$ cat config.mk
export PLATFORM = sky130hd
export DESIGN_NAME = rcr_module_parser_flat
export DESIGN_NICKNAME = d
export VERILOG_FILES = /design/src/rcr_pkg.sv /design/src/rcr_link_if.sv /design/src/rcr_module_parser.sv /design/src/flat_wrapper.sv
export VERILOG_INCLUDE_DIRS = /design/src
export SDC_FILE = /design/constraint.sdc
export NUM_CORES = 1
export LEC_CHECK = 0
export ABC_AREA = 1
export BUFFER_PORTS_ARGS = -buffer_cell sky130_fd_sc_hd__buf_2
export CORE_UTILIZATION = 62
export CTS_CLUSTER_DIAMETER = 100
export CTS_CLUSTER_SIZE = 16
export DETAILED_ROUTE_END_ITERATION = 8
export GPL_TIMING_DRIVEN = 1
export PLACE_DENSITY = 0.86
export SYNTH_ARGS = -nofsm -noshare
export SYNTH_HDL_FRONTEND = slang
export SYNTH_SLANG_ARGS = --single-unit
$ cat constraint.sdc
create_clock -name sys_clk_i -period 3.87 [get_ports sys_clk_i]
set_input_delay 0.774 -clock sys_clk_i [delete_from_list [all_inputs] [get_ports sys_clk_i]]
set_output_delay 0.774 -clock sys_clk_i [all_outputs]
set_load 0.05 [all_outputs]
$ cat src/rcr_defs.svh
`ifndef RCR_DEFS_SVH
`define RCR_DEFS_SVH
`define START_BYTE 8'h7e
`define TYPE_REMOTE_CMD 8'h17
`define OPT_APPLY 8'h02
`define OPT_APPLY_BIT 1
`define SHORT_UNKNOWN 16'hfffe
`define LONG_BCAST 64'h0000_0000_0000_ffff
`define LONG_COORD 64'h0000_0000_0000_0000
`define CSUM_GOOD 8'hff
`define APPLY_CMD_NAME 16'h4143
`define FIXED_BODY_LEN 16'h000f
`define OFS_TYPE 5'h03
`define OFS_TAG 5'h04
`define OFS_LONG_FIRST 5'h05
`define OFS_LONG_LAST 5'h0c
`define OFS_SHORT_HI 5'h0d
`define OFS_SHORT_LO 5'h0e
`define OFS_OPT 5'h0f
`define OFS_NAME_HI 5'h10
`define OFS_NAME_LO 5'h11
`endif

$ cat src/rcr_pkg.sv
package rcr_pkg;
  typedef enum logic [5:0] {
    ST_IDLE = 6'b00_0001,
    ST_LEN_HI = 6'b00_0010,
    ST_LEN_LO = 6'b00_0100,
    ST_BODY = 6'b00_1000,
    ST_CSUM = 6'b01_0000,
    ST_DONE = 6'b10_0000
  } frame_state_e;
  typedef logic [7:0] byte_t;
endpackage

$ cat src/rcr_link_if.sv
`timescale 1ns/1ps
interface rcr_link_if;
  logic [7:0] data;
  logic valid;
  logic ready;
  modport host_end (output data, output valid, input ready);
  modport module_end (input data, input valid, output ready);
endinterface

$ cat src/rcr_module_parser.sv
`timescale 1ns/1ps
`include "rcr_defs.svh"
module rcr_module_parser #(
  parameter int MAX_PARAM = 8
) (
  // Clock and reset
  input wire logic sys_clk_i,
  input wire logic rst_b_i,
  // Serial link from host
  rcr_link_if.module_end link,
  // Parsed request
  output logic req_valid_o,
  output rcr_pkg::byte_t req_tag_o,
  output logic [63:0] req_long_addr_o,
  output logic [15:0] req_short_addr_o,
  output logic req_to_coord_o,
  output logic req_bcast_o,
  output logic req_short_unknown_o,
  output logic req_apply_o,
  output logic req_resp_wanted_o,
  output logic req_is_read_o,
  output logic [15:0] req_name_o,
  output logic [MAX_PARAM*8-1:0] req_param_o,
  output logic [7:0] req_param_len_o,
  output logic bad_frame_o,
  output logic apply_changes_command_o
);
  import rcr_pkg::*;

  typedef struct packed {
    frame_state_e st;
    logic [15:0] len;
    logic [15:0] cnt;
    logic [7:0] sum;
    logic type_ok;
    logic [7:0] tag;
    logic [63:0] laddr;
    logic [15:0] saddr;
    logic [7:0] opt;
    logic [15:0] name;
    logic [MAX_PARAM*8-1:0] param;
    logic [7:0] plen;
    logic valid;
    logic bad;
    logic pend_apply;
    logic ac_pulse;
    logic to_coord;
    logic bcast;
    logic short_unk;
    logic apply;
    logic resp;
    logic is_read;
  } parse_s;

  parse_s q, d;
  logic [4:0] ofs;

  assign link.ready = 1'b1;
  assign ofs = (q.cnt > 16'd31) ? 5'h1f : 5'(q.cnt + 16'd3);

  always_comb begin
    d = q;
    d.valid = 1'b0;
    d.bad = 1'b0;
    d.ac_pulse = 1'b0;
    if (link.valid) begin
      case (q.st)
        ST_IDLE, ST_DONE: begin
          if (link.data == `START_BYTE) begin
            d.st = ST_LEN_HI;
          end else begin
            d.st = ST_IDLE;
          end
        end
        ST_LEN_HI: begin
          d.len[15:8] = link.data;
          d.st = ST_LEN_LO;
        end
        ST_LEN_LO: begin
          d.len[7:0] = link.data;
          d.cnt = 16'h0000;
          d.sum = 8'h00;
          d.plen = 8'h00;
          d.param = '0;
          d.st = ({q.len[15:8], link.data} == 16'h0000) ? ST_CSUM : ST_BODY;
        end
        ST_BODY: begin
          d.sum = q.sum + link.data;
          d.cnt = q.cnt + 16'd1;
          if (ofs == `OFS_TYPE) begin
            d.type_ok = (link.data == `TYPE_REMOTE_CMD);
          end else if (ofs == `OFS_TAG) begin
            d.tag = link.data;
          end else if (ofs >= `OFS_LONG_FIRST && ofs <= `OFS_LONG_LAST) begin
            d.laddr = {q.laddr[55:0], link.data};
          end else if (ofs == `OFS_SHORT_HI || ofs == `OFS_SHORT_LO) begin
            d.saddr = {q.saddr[7:0], link.data};
          end else if (ofs == `OFS_OPT) begin
            d.opt = link.data;
          end else if (ofs == `OFS_NAME_HI || ofs == `OFS_NAME_LO) begin
            d.name = {q.name[7:0], link.data};
          end else if (q.plen < 8'(MAX_PARAM)) begin
            // Overlong values keep only the first bytes
            d.param = {q.param[MAX_PARAM*8-9:0], link.data};
            d.plen = q.plen + 8'd1;
          end
          if (q.cnt + 16'd1 == q.len) begin
            d.st = ST_CSUM;
          end
        end
        ST_CSUM: begin
          d.st = ST_DONE;
          if (8'(q.sum + link.data) == `CSUM_GOOD && q.type_ok
              && q.len >= `FIXED_BODY_LEN) begin
            d.valid = 1'b1;
            // Pending changes land on an explicit apply command
            if ((q.opt & `OPT_APPLY) != 8'h00) begin
              d.pend_apply = 1'b0;
            end else if (q.plen != 8'h00) begin
              d.pend_apply = 1'b1;
            end
            if (q.plen == 8'h00 && q.name == `APPLY_CMD_NAME && q.pend_apply) begin
              d.ac_pulse = 1'b1;
              d.pend_apply = 1'b0;
            end
          end else begin
            d.bad = 1'b1;
          end
        end
        default: begin
          d.st = ST_IDLE;
        end
      endcase
    end
    // Decoded from next fields so the flags register in step with them
    d.to_coord = (d.laddr == `LONG_COORD);
    d.bcast = (d.laddr == `LONG_BCAST);
    d.short_unk = (d.saddr == `SHORT_UNKNOWN);
    d.apply = d.opt[`OPT_APPLY_BIT];
    d.resp = (d.tag != 8'h00);
    d.is_read = (d.plen == 8'h00);
  end

  always_ff @(posedge sys_clk_i or negedge rst_b_i) begin
    if (!rst_b_i) begin
      q <= '0;
      q.st <= ST_IDLE;
    end else begin
      q <= d;
    end
  end

  assign req_valid_o = q.valid;
  assign req_tag_o = q.tag;
  assign req_long_addr_o = q.laddr;
  assign req_short_addr_o = q.saddr;
  assign req_to_coord_o = q.to_coord;
  assign req_bcast_o = q.bcast;
  assign req_short_unknown_o = q.short_unk;
  assign req_apply_o = q.apply;
  assign req_resp_wanted_o = q.resp;
  assign req_is_read_o = q.is_read;
  assign req_name_o = q.name;
  assign req_param_o = q.param;
  assign req_param_len_o = q.plen;
  assign bad_frame_o = q.bad;
  assign apply_changes_command_o = q.ac_pulse;
endmodule

$ cat src/flat_wrapper.sv
// flat-port wrapper written by rule: the top's interface ports become plain ports
module rcr_module_parser_flat import rcr_pkg::*;
#(
  parameter int MAX_PARAM = 8
)
  (sys_clk_i, rst_b_i, req_valid_o, req_tag_o, req_long_addr_o, req_short_addr_o, req_to_coord_o, req_bcast_o, req_short_unknown_o, req_apply_o, req_resp_wanted_o, req_is_read_o, req_name_o, req_param_o, req_param_len_o, bad_frame_o, apply_changes_command_o, link_data, link_valid, link_ready);
  rcr_link_if link_i ();
  input wire logic sys_clk_i;
  input wire logic rst_b_i;
  output logic req_valid_o;
  output rcr_pkg::byte_t req_tag_o;
  output logic [63:0] req_long_addr_o;
  output logic [15:0] req_short_addr_o;
  output logic req_to_coord_o;
  output logic req_bcast_o;
  output logic req_short_unknown_o;
  output logic req_apply_o;
  output logic req_resp_wanted_o;
  output logic req_is_read_o;
  output logic [15:0] req_name_o;
  output logic [MAX_PARAM*8-1:0] req_param_o;
  output logic [7:0] req_param_len_o;
  output logic bad_frame_o;
  output logic apply_changes_command_o;
  input wire logic [$bits(link_i.data)-1:0] link_data;
  input wire logic [$bits(link_i.valid)-1:0] link_valid;
  output wire logic [$bits(link_i.ready)-1:0] link_ready;
  assign link_i.data = link_data;
  assign link_i.valid = link_valid;
  assign link_ready = link_i.ready;
  rcr_module_parser #(.MAX_PARAM(MAX_PARAM)) u_core (.sys_clk_i(sys_clk_i), .rst_b_i(rst_b_i), .link(link_i), .req_valid_o(req_valid_o), .req_tag_o(req_tag_o), .req_long_addr_o(req_long_addr_o), .req_short_addr_o(req_short_addr_o), .req_to_coord_o(req_to_coord_o), .req_bcast_o(req_bcast_o), .req_short_unknown_o(req_short_unknown_o), .req_apply_o(req_apply_o), .req_resp_wanted_o(req_resp_wanted_o), .req_is_read_o(req_is_read_o), .req_name_o(req_name_o), .req_param_o(req_param_o), .req_param_len_o(req_param_len_o), .bad_frame_o(bad_frame_o), .apply_changes_command_o(apply_changes_command_o));
endmodule
### After elaboration in Yosys (flattened, before gate mapping)

Cells that the tools add are included.

| word-level totals | value |
|---|---|
| output and inout bits | 186 |
| bits in registers | 240 |
| word-level logic and storage cells | 118 |
| input port bits | 11 |

| cells by class | value |
|---|---|
| multiplexer cells | 28 |
| magnitude comparators | 5 |
| bitwise gates (word level) | 5 |
| reduce and logical (&&, ||, !) cells | 25 |
| $add $sub $neg | 4 |
| equality and inequality tests | 28 |

Operators with widths:

| operator | count |
|---|---|
| 2-to-1 mux 112 bit | 2 |
| 2-to-1 mux 188 bit | 1 |
| 2-to-1 mux 184 bit | 1 |
| 2-to-1 mux 176 bit | 1 |
| 2-to-1 mux 72 bit | 2 |
| one-hot mux 72 bit (2 select lines) | 1 |
| 2-to-1 mux 96 bit | 1 |
| 2-to-1 mux 88 bit | 1 |
| equality test 64 x 16 -> 1 bit, second input constant | 1 |
| zero test 64 bit | 1 |
| 2-to-1 mux 64 bit | 1 |
| one-hot mux 24 bit (2 select lines) | 1 |
| 2-to-1 mux 16 bit | 2 |
| one-hot mux 6 bit (5 select lines) | 1 |
| adder 16 x 1 -> 16 bit, second input constant | 1 |
| equality test 16 x 15 -> 1 bit, second input constant | 1 |
| equality test 16 bit | 1 |
| equality test 16 bit, second input constant | 1 |
| >= comparator 16 x 4 -> 1 bit, second input constant | 1 |
| > comparator 16 x 5 -> 1 bit, second input constant | 1 |
| zero test 16 bit | 1 |
| zero test 8 bit | 2 |
| 2-to-1 mux 8 bit | 2 |
| nonzero test 8 bit | 2 |
| other kinds (38) | 65 |

### Logic depth before layout (Yosys ltp)

Gate-level depths: netlist (run 1).

| depth | value |
|---|---|
| depth after elaboration | 13 |
| mapped depth | 22 |
| mapped depth without buffers | 20 |

### Worst setup path after synthesis (run 1)

No wires, ideal clock.

| timing | value |
|---|---|
| path type | input -> register |
| from | input port link_valid |
| to | register u_core.q (netlist bit u_core.req_bcast_o) |
| path slack | 1308 ps |
| buffers on the path | 2 |
| data required time | 3799 ps |
| setup time | 71 ps |
| cell stages on the path | 14 |
| arrival time | 2491 ps |
| cells stage by stage | buf_2 -> clkinv_1 -> nor2_2 -> nand2_1 -> nor2_4 -> clkbuf_1 -> nand3_1 -> nand2_1 -> nand2_1 -> nor2_1 -> nand2_1 -> nor2_1 -> nand2_1 -> nor2_1 |

RTL lines:

| what | line | source |
|---|---|---|
| from (decl) | flat_wrapper.sv:26 | `input wire logic [$bits(link_i.valid)-1:0] link_valid;` |
| to (decl) | rcr_module_parser.sv:55 | `parse_s q, d;` |

==> flow_summary.json, run 1 <==
{
  "max_cap_viol_count": 0,
  "ctsResizeCount": 0,
  "ys.flop_type": "dfrtp_1",
  "layout_common_cells": "nand2_1, inv_1, dfrtp_1",
  "crit_type": "reg -> reg",
  "ys_seq_elements": 233,
  "p_leak_nw": 6.85,
  "min_period_ps": 3270,
  "final_common_cell": "nand2_1",
  "syn-cell-area_sq_um": 12600,
  "period_share_pct": 84.6,
  "p_clk_share_pct": 34.8,
  "cts_tree": "built",
  "overflow": 0,
  "critPathLaunchType": "flip-flop",
  "ys_seq_area_share_pct": 46.3,
  "num_io_pins": 197,
  "antenna_found_initial": 0,
  "hold_buffers": 0,
  "first_iter_violations": 581,
  "peakVddDrop_mv": 0.310,
  "numCtsBuffers": 18,
  "drt-total-wl_mm": 27.8,
  "use_met1_pct": 35.0,
  "cp.arrival_ps": 3710,
  "die-area_sq_um": 20900,
  "gp_congestion": 0.912,
  "met2_usage_pct": 45.9,
  "intPower_mw": 3.55,
  "grt_util_met3_pct": 4.11,
  "cts_sinks": 233,
  "core_sq_um": 19700,
  "clk_latency_ps": 510,
  "path_max_fanout": 63,
  "drc": 0,
  "synth_warnings": 0,
  "fin_cells": 1879,
  "grt_pass1_vias": 9347,
  "post_cts.repair.setup_buffers": 0,
  "gr-usage-all-layers_pct": 27.1,
  "clockBufferDepth": 3,
  "timing.rr.start": "u_core.q[203]",
  "cp_common_cell": "nand2_1",
  "worstSetupStartpoint": "u_core.q[203]",
  "crit_buf_inv": 3,
  "tightest_slew_ps": 915,
  "root_buffer": "clkbuf_16",
  "dieWidth_um": 145,
  "hold_violations": 0,
  "synthArstFlopShare_pct": 100,
  "hp-class": "in -> async",
  "rsz0062_at_grt": "false",
  "fin_nets": 1633,
  "sequentialPowerShare_pct": 53.4,
  "synthCells": 1609,
  "grt_pass1_wl_mm": 44.7,
  "drtPass1Iterations": 5,
  "critical_path_required_ps": 4300,
  "die_y_um": 145,
  "avgSynthCellArea_sq_um": 7.84,
  "start_util_pct": 63.9,
  "combPwrFrac_pct": 11.8,
  "drt-vias-per-instance": 5.21,
  "syn_nets": 1632,
  "wl_per_cell_um": 14.8,
  "synth_edf_count": 0,
  "fmax_mhz": 306,
  "cp_slowest_cell": "nand2_1",
  "swShare_pct": 27.0,
  "port_buffers": 195,
  "pwr_density_cell_nw_per_um2": 374,
  "relSlewSlack_pct": 38.7,
  "worst_path_largest_cell_delay_ps": 540,
  "clock_skew_ps": 15.7,
  "fp-row-count": 51,
  "slew_viol_final": 0,
  "yosysUniqueCellTypes": 41,
  "crit_chain": "inv_2 > ha_1 > nor2_1 > inv_1 > nor2_1 > nand2_1 > nand2_1 > nor2_4 > buf_12 > nand2_1 > nand2_1 > nand2_1 > nand4_1 > or2_1 > nor2_1",
  "p_switching_mw": 1.31,
  "setup-violations-final": 0,
  "crit_family": "simple AND/OR/NAND/NOR gates",
  "clk_pin_slew_worst_paths_ps": 80,
  "grt_max_degree": 100,
  "status": "completed",
  "ant_nets": 0,
  "gr-max-usage-layer": "met2",
  "vias": 9796,
  "antenna_cells": 0,
  "syn2layout_area_growth_pct": 3.01,
  "end_kind": "flip-flop",
  "htreeDepth": 1,
  "finalSetupTns_ps": 0,
  "dpl.cell_count": 1855,
  "layout-drive-gt1-share_pct": 15.6,
  "dpl.hpwl_mm": 19.9,
  "total_power_mw": 4.86
}
## layout make-up
class                   count  area (sq um)
clock buffers              22           465
multi-input cells         868          4160
well taps                 265           332
clock inverters             2          25.0
fillers                  1607          6730
repair buffers            207          1110
flip-flops and latches    233          5830
inverters                 282          1060
## per-stage QoR
stage          hold WS (ps)  area, sq um  util, %  setup WS, ps
5_1_grt                 358        13000     65.9           287
3_3_place_gp            462        12500     63.4           747
6_report                309        13000     65.9           598
2_1_floorplan           447        12600        -          1310
4_1_cts                 331        13000     65.9           653
3_5_place_dp            474        12500     63.4           626
## power by group through the flow
stage          Sequential [mW]  Combinational (mW)  Clock (mW)
2_1_floorplan             2.62               0.424           0
3_3_place_gp              2.64               0.553           0
3_5_place_dp              2.64               0.567           0
4_1_cts                   2.59               0.571        1.73
5_1_grt                   2.60               0.648        1.82
6_report                  2.59               0.574        1.69
## final timing paths
check,to,slack [ps],depth (start not counted)
worst max-delay path,u_core.req_short_unknown_o,600,15
worst min-delay path,u_core.req_param_o[57],310,1
worst max register to register,u_core.req_short_unknown_o,600,15
worst min register to register,u_core.q[235],490,2
max in group asynchronous,u_core.q[235],2590,2
min in group sys_clk_i,u_core.q[235],490,2
## logic make-up after synthesis
group / share of synthesized area [%]
xor+xnor: 1.74
flops: 46.3
compound gates: 7.57
mux: 0.556
other cells: 0.0297
fa+ha+maj: 1.25
simple gates: 21.8
buf+inv: 20.8
## layer usage
layer	routed length [um]	part of all wire [%]
met5	0	0
met4	1030	3.7
met3	1790	6.4
met2	13200	48
met1	11700	42
## cell usage after synthesis (all sizes together), types with 13 or more instances
| cell | count | area (sq um) |
|---|---|---|
| nand4 | 27 | 184 |
| nand2 | 404 | 1520 |
| nand3 | 100 | 516 |
| o22ai | 13 | 81.3 |
| nor3 | 14 | 86.3 |
| inv | 279 | 1050 |
| clkbuf | 20 | 75.1 |
| buf | 206 | 1490 |
| nor2 | 85 | 349 |
| o21ai | 144 | 721 |
| dfrtp | 232 | 5810 |
| a21oi | 17 | 85.1 |
| xor2 | 15 | 131 |
## state kept, by name, summed over array words and instances (netlist names)
name / flops
u_core.apply_changes_command_o: 1
u_core.bad_frame_o: 1
u_core.q: 49
u_core.req_bcast_o: 1
u_core.req_is_read_o: 1
u_core.req_long_addr_o: 64
u_core.req_name_o: 16
u_core.req_param_len_o: 8
u_core.req_param_o: 64
u_core.req_resp_wanted_o: 1
u_core.req_short_addr_o: 16
u_core.req_short_unknown_o: 1
u_core.req_tag_o: 8
u_core.req_to_coord_o: 1
u_core.req_valid_o: 1
Note: power is estimated with default switching activity, not from simulation.
==> run 2: changes to the inputs <==
- ABC_AREA: 1 -> 0
- CORE_UTILIZATION: 62 -> 57
- PLACE_DENSITY: 0.86 -> 0.81
- clock period: 3.87 -> 3.3 ns (I/O delays scaled with it)
==> flow_summary.json, run 2 <==
{
  "avgSynthCellArea_sq_um": 11.2,
  "drt-vias-per-instance": 5.94,
  "critPathLaunchType": "flip-flop",
  "synth_edf_count": 0,
  "timing.rr.start": "u_core.q[204]",
  "yosysTopAreaCell": "dfrtp_1",
  "fin_nets": 1060,
  "syn2layout_area_growth_pct": 3.93,
  "gr-usage-all-layers_pct": 23.6,
  "peakVddDrop_mv": 0.247,
  "wl_per_cell_um": 19.0,
  "final_common_cell": "dfrtp_1",
  "layout_common_cells": "dfrtp_1, buf_2, mux2_2",
  "synth_common_cells": "dfrtp_1, buf_4, mux2_2",
  "yosysUniqueCellTypes": 65,
  "total_power_mw": 5.18,
  "hold_ws_ps": 168,
  "min_period_ps": 3020,
  "clockBufferDepth": 3,
  "post_cts.repair.setup_buffers": 0,
  "cp.arrival_ps": 3440,
  "critical_path_required_ps": 3720,
  "crit_type": "reg -> reg",
  "pwr_density_cell_nw_per_um2": 427,
  "root_buffer": "clkbuf_16",
  "place_ws_ps": 338,
  "synthTopCellsByArea": "dfrtp_1, buf_4, mux2_2",
  "max_cap_viol_count": 0,
  "clock_skew_ps": 14.2,
  "ant_nets": 0,
  "slew_viol_final": 0,
  "clk_latency_ps": 490,
  "status": "completed",
  "fp-row-count": 52,
  "cts_sinks": 233,
  "drc": 0,
  "placed_area_sq_um": 11600,
  "path_max_fanout": 40,
  "antenna_cells": 0,
  "dieWidth_um": 145,
  "period_share_pct": 91.6,
  "first_iter_violations": 687,
  "p_leak_nw": 6.49,
  "cp-endpoint": "u_core.req_param_o[54]",
  "antenna_found_initial": 0,
  "end_kind": "flip-flop",
  "yosysMostFrequentCell": "dfrtp_1",
  "fin_util_pct": 60.3,
  "port_buffers": 195,
  "worstSetupStartpoint": "u_core.q[204]",
  "fmax_mhz": 331,
  "drt-total-wl_mm": 25.0,
  "layout-drive-gt1-share_pct": 34.5,
  "grt_max_degree": 90,
  "ys.flop_type": "dfrtp_1",
  "clk_pin_slew_worst_paths_ps": 80,
  "syn-cell-area_sq_um": 11700,
  "core_sq_um": 20200,
  "r2r_slack_ps": 280,
  "tightest_slew_ps": 813,
  "overflow": 0,
  "nFillCells": 1610,
  "rsz0062_at_grt": "false",
  "grt_pass1_wl_mm": 40.2,
  "dpl.hpwl_mm": 17.2,
  "vias": 7811,
  "synth_warnings": 0,
  "htreeDepth": 1,
  "finalSetupTns_ps": 0,
  "numCtsBuffers": 18,
  "hold_violations": 0,
  "drtPass1Iterations": 5,
  "synthCells": 1041,
  "worst-r2r-cell-count": 9,
  "synthArstFlopShare_pct": 100,
  "setup-violations-final": 0,
  "syn_nets": 1064,
  "gp_congestion": 0.906,
  "dpl.cell_count": 1287,
  "hp-class": "in -> async",
  "start_util_pct": 58.0,
  "hold_buffers": 0,
  "cts_tree": "built",
  "fin_area_sq_um": 12200,
  "grt_pass1_vias": 7351,
  "layout_setup_ws_ps": 276,
  "ys_seq_area_share_pct": 49.9,
  "die-area_sq_um": 21100,
  "ys_seq_elements": 233,
  "relSlewSlack_pct": 45.7,
  "reg2reg_to": "u_core.req_param_o[54]",
  "num_io_pins": 197,
  "ctsResizeCount": 0,
  "die_y_um": 145,
  "fin_cells": 1314,
  "yosysTopAreaCellShare_pct": 49.6
}
==> run 2: cell types whose count changed after synthesis, sizes merged, moves of 10 or more <==
cell | before | now
nand2 | 404 | 62
inv | 279 | 15
mux2 | 0 | 115
o21ai | 144 | 38
nand3 | 100 | 14
a22o | 3 | 70
nor2 | 85 | 20
nor4 | 9 | 35
clkbuf | 20 | 41
o31ai | 0 | 10
xnor2 | 10 | 20
==> run 2: how the worst min path moves through the flow <==
stage / start / end / slack, ps / depth (start not counted)
3_5_place_dp: u_core.q[198] / u_core.q[198] / 480 / 2
2_1_floorplan: rst_b_i / u_core.apply_changes_command_o / 360 / 0
5_1_grt: rst_b_i / u_core.req_param_o[24] / 220 / 1
4_1_cts: rst_b_i / u_core.req_param_o[48] / 200 / 1
3_3_place_gp: u_core.q[198] / u_core.q[198] / 470 / 2
6_report: rst_b_i / u_core.req_param_o[28] / 170 / 1
==> run 2: power by group <==
group          switching, mW  internal (mW)  total, mW
combinational          0.198         0.0791      0.277
sequential            0.0197           2.87       2.89
clock                  0.958           1.06       2.01
total                   1.18           4.01       5.18
==> run 2: critical path, cell delays in order, from the launching register on <==
cell and delay [ps]:
dfrtp_1 530, inv_1 100, ha_1 310, and3b_1 320
a221oi_1 100, o211a_1 220, o21ai_0 450, and2_2 310
buf_4 380, a22o_1 220
==> run 2: cell type report <==
| type | instances | area [sq um] | area share (%) |
|---|---|---|---|
| tap | 270 | 338 | 2.78 |
| multi-input combinational | 555 | 4240 | 34.9 |
| sequential | 233 | 5830 | 48.0 |
| inverter | 15 | 56.3 | 0.463 |
| clock inverter | 1 | 8.76 | 0.0721 |
| clock buffer | 26 | 502 | 4.13 |
| timing repair buffer | 214 | 1180 | 9.70 |
==> run 2: kinds of logic after synthesis <==
family,after synthesis,share of synthesized area [%]
buf+inv,253,14.0
flops,233,49.9
simple gates,222,10.5
compound gates,172,10.6
mux,118,11.4
xor+xnor,30,2.25
fa+ha+maj,12,1.35
other cells,1,0.0321
==> run 2: routing by layer <==
layer | wire length (um) | global-route usage, %
met1 | 11000 | 34.3
met2 | 11700 | 36.9
met3 | 1770 | 2.96
met4 | 582 | 7.26
met5 | 0 | 0
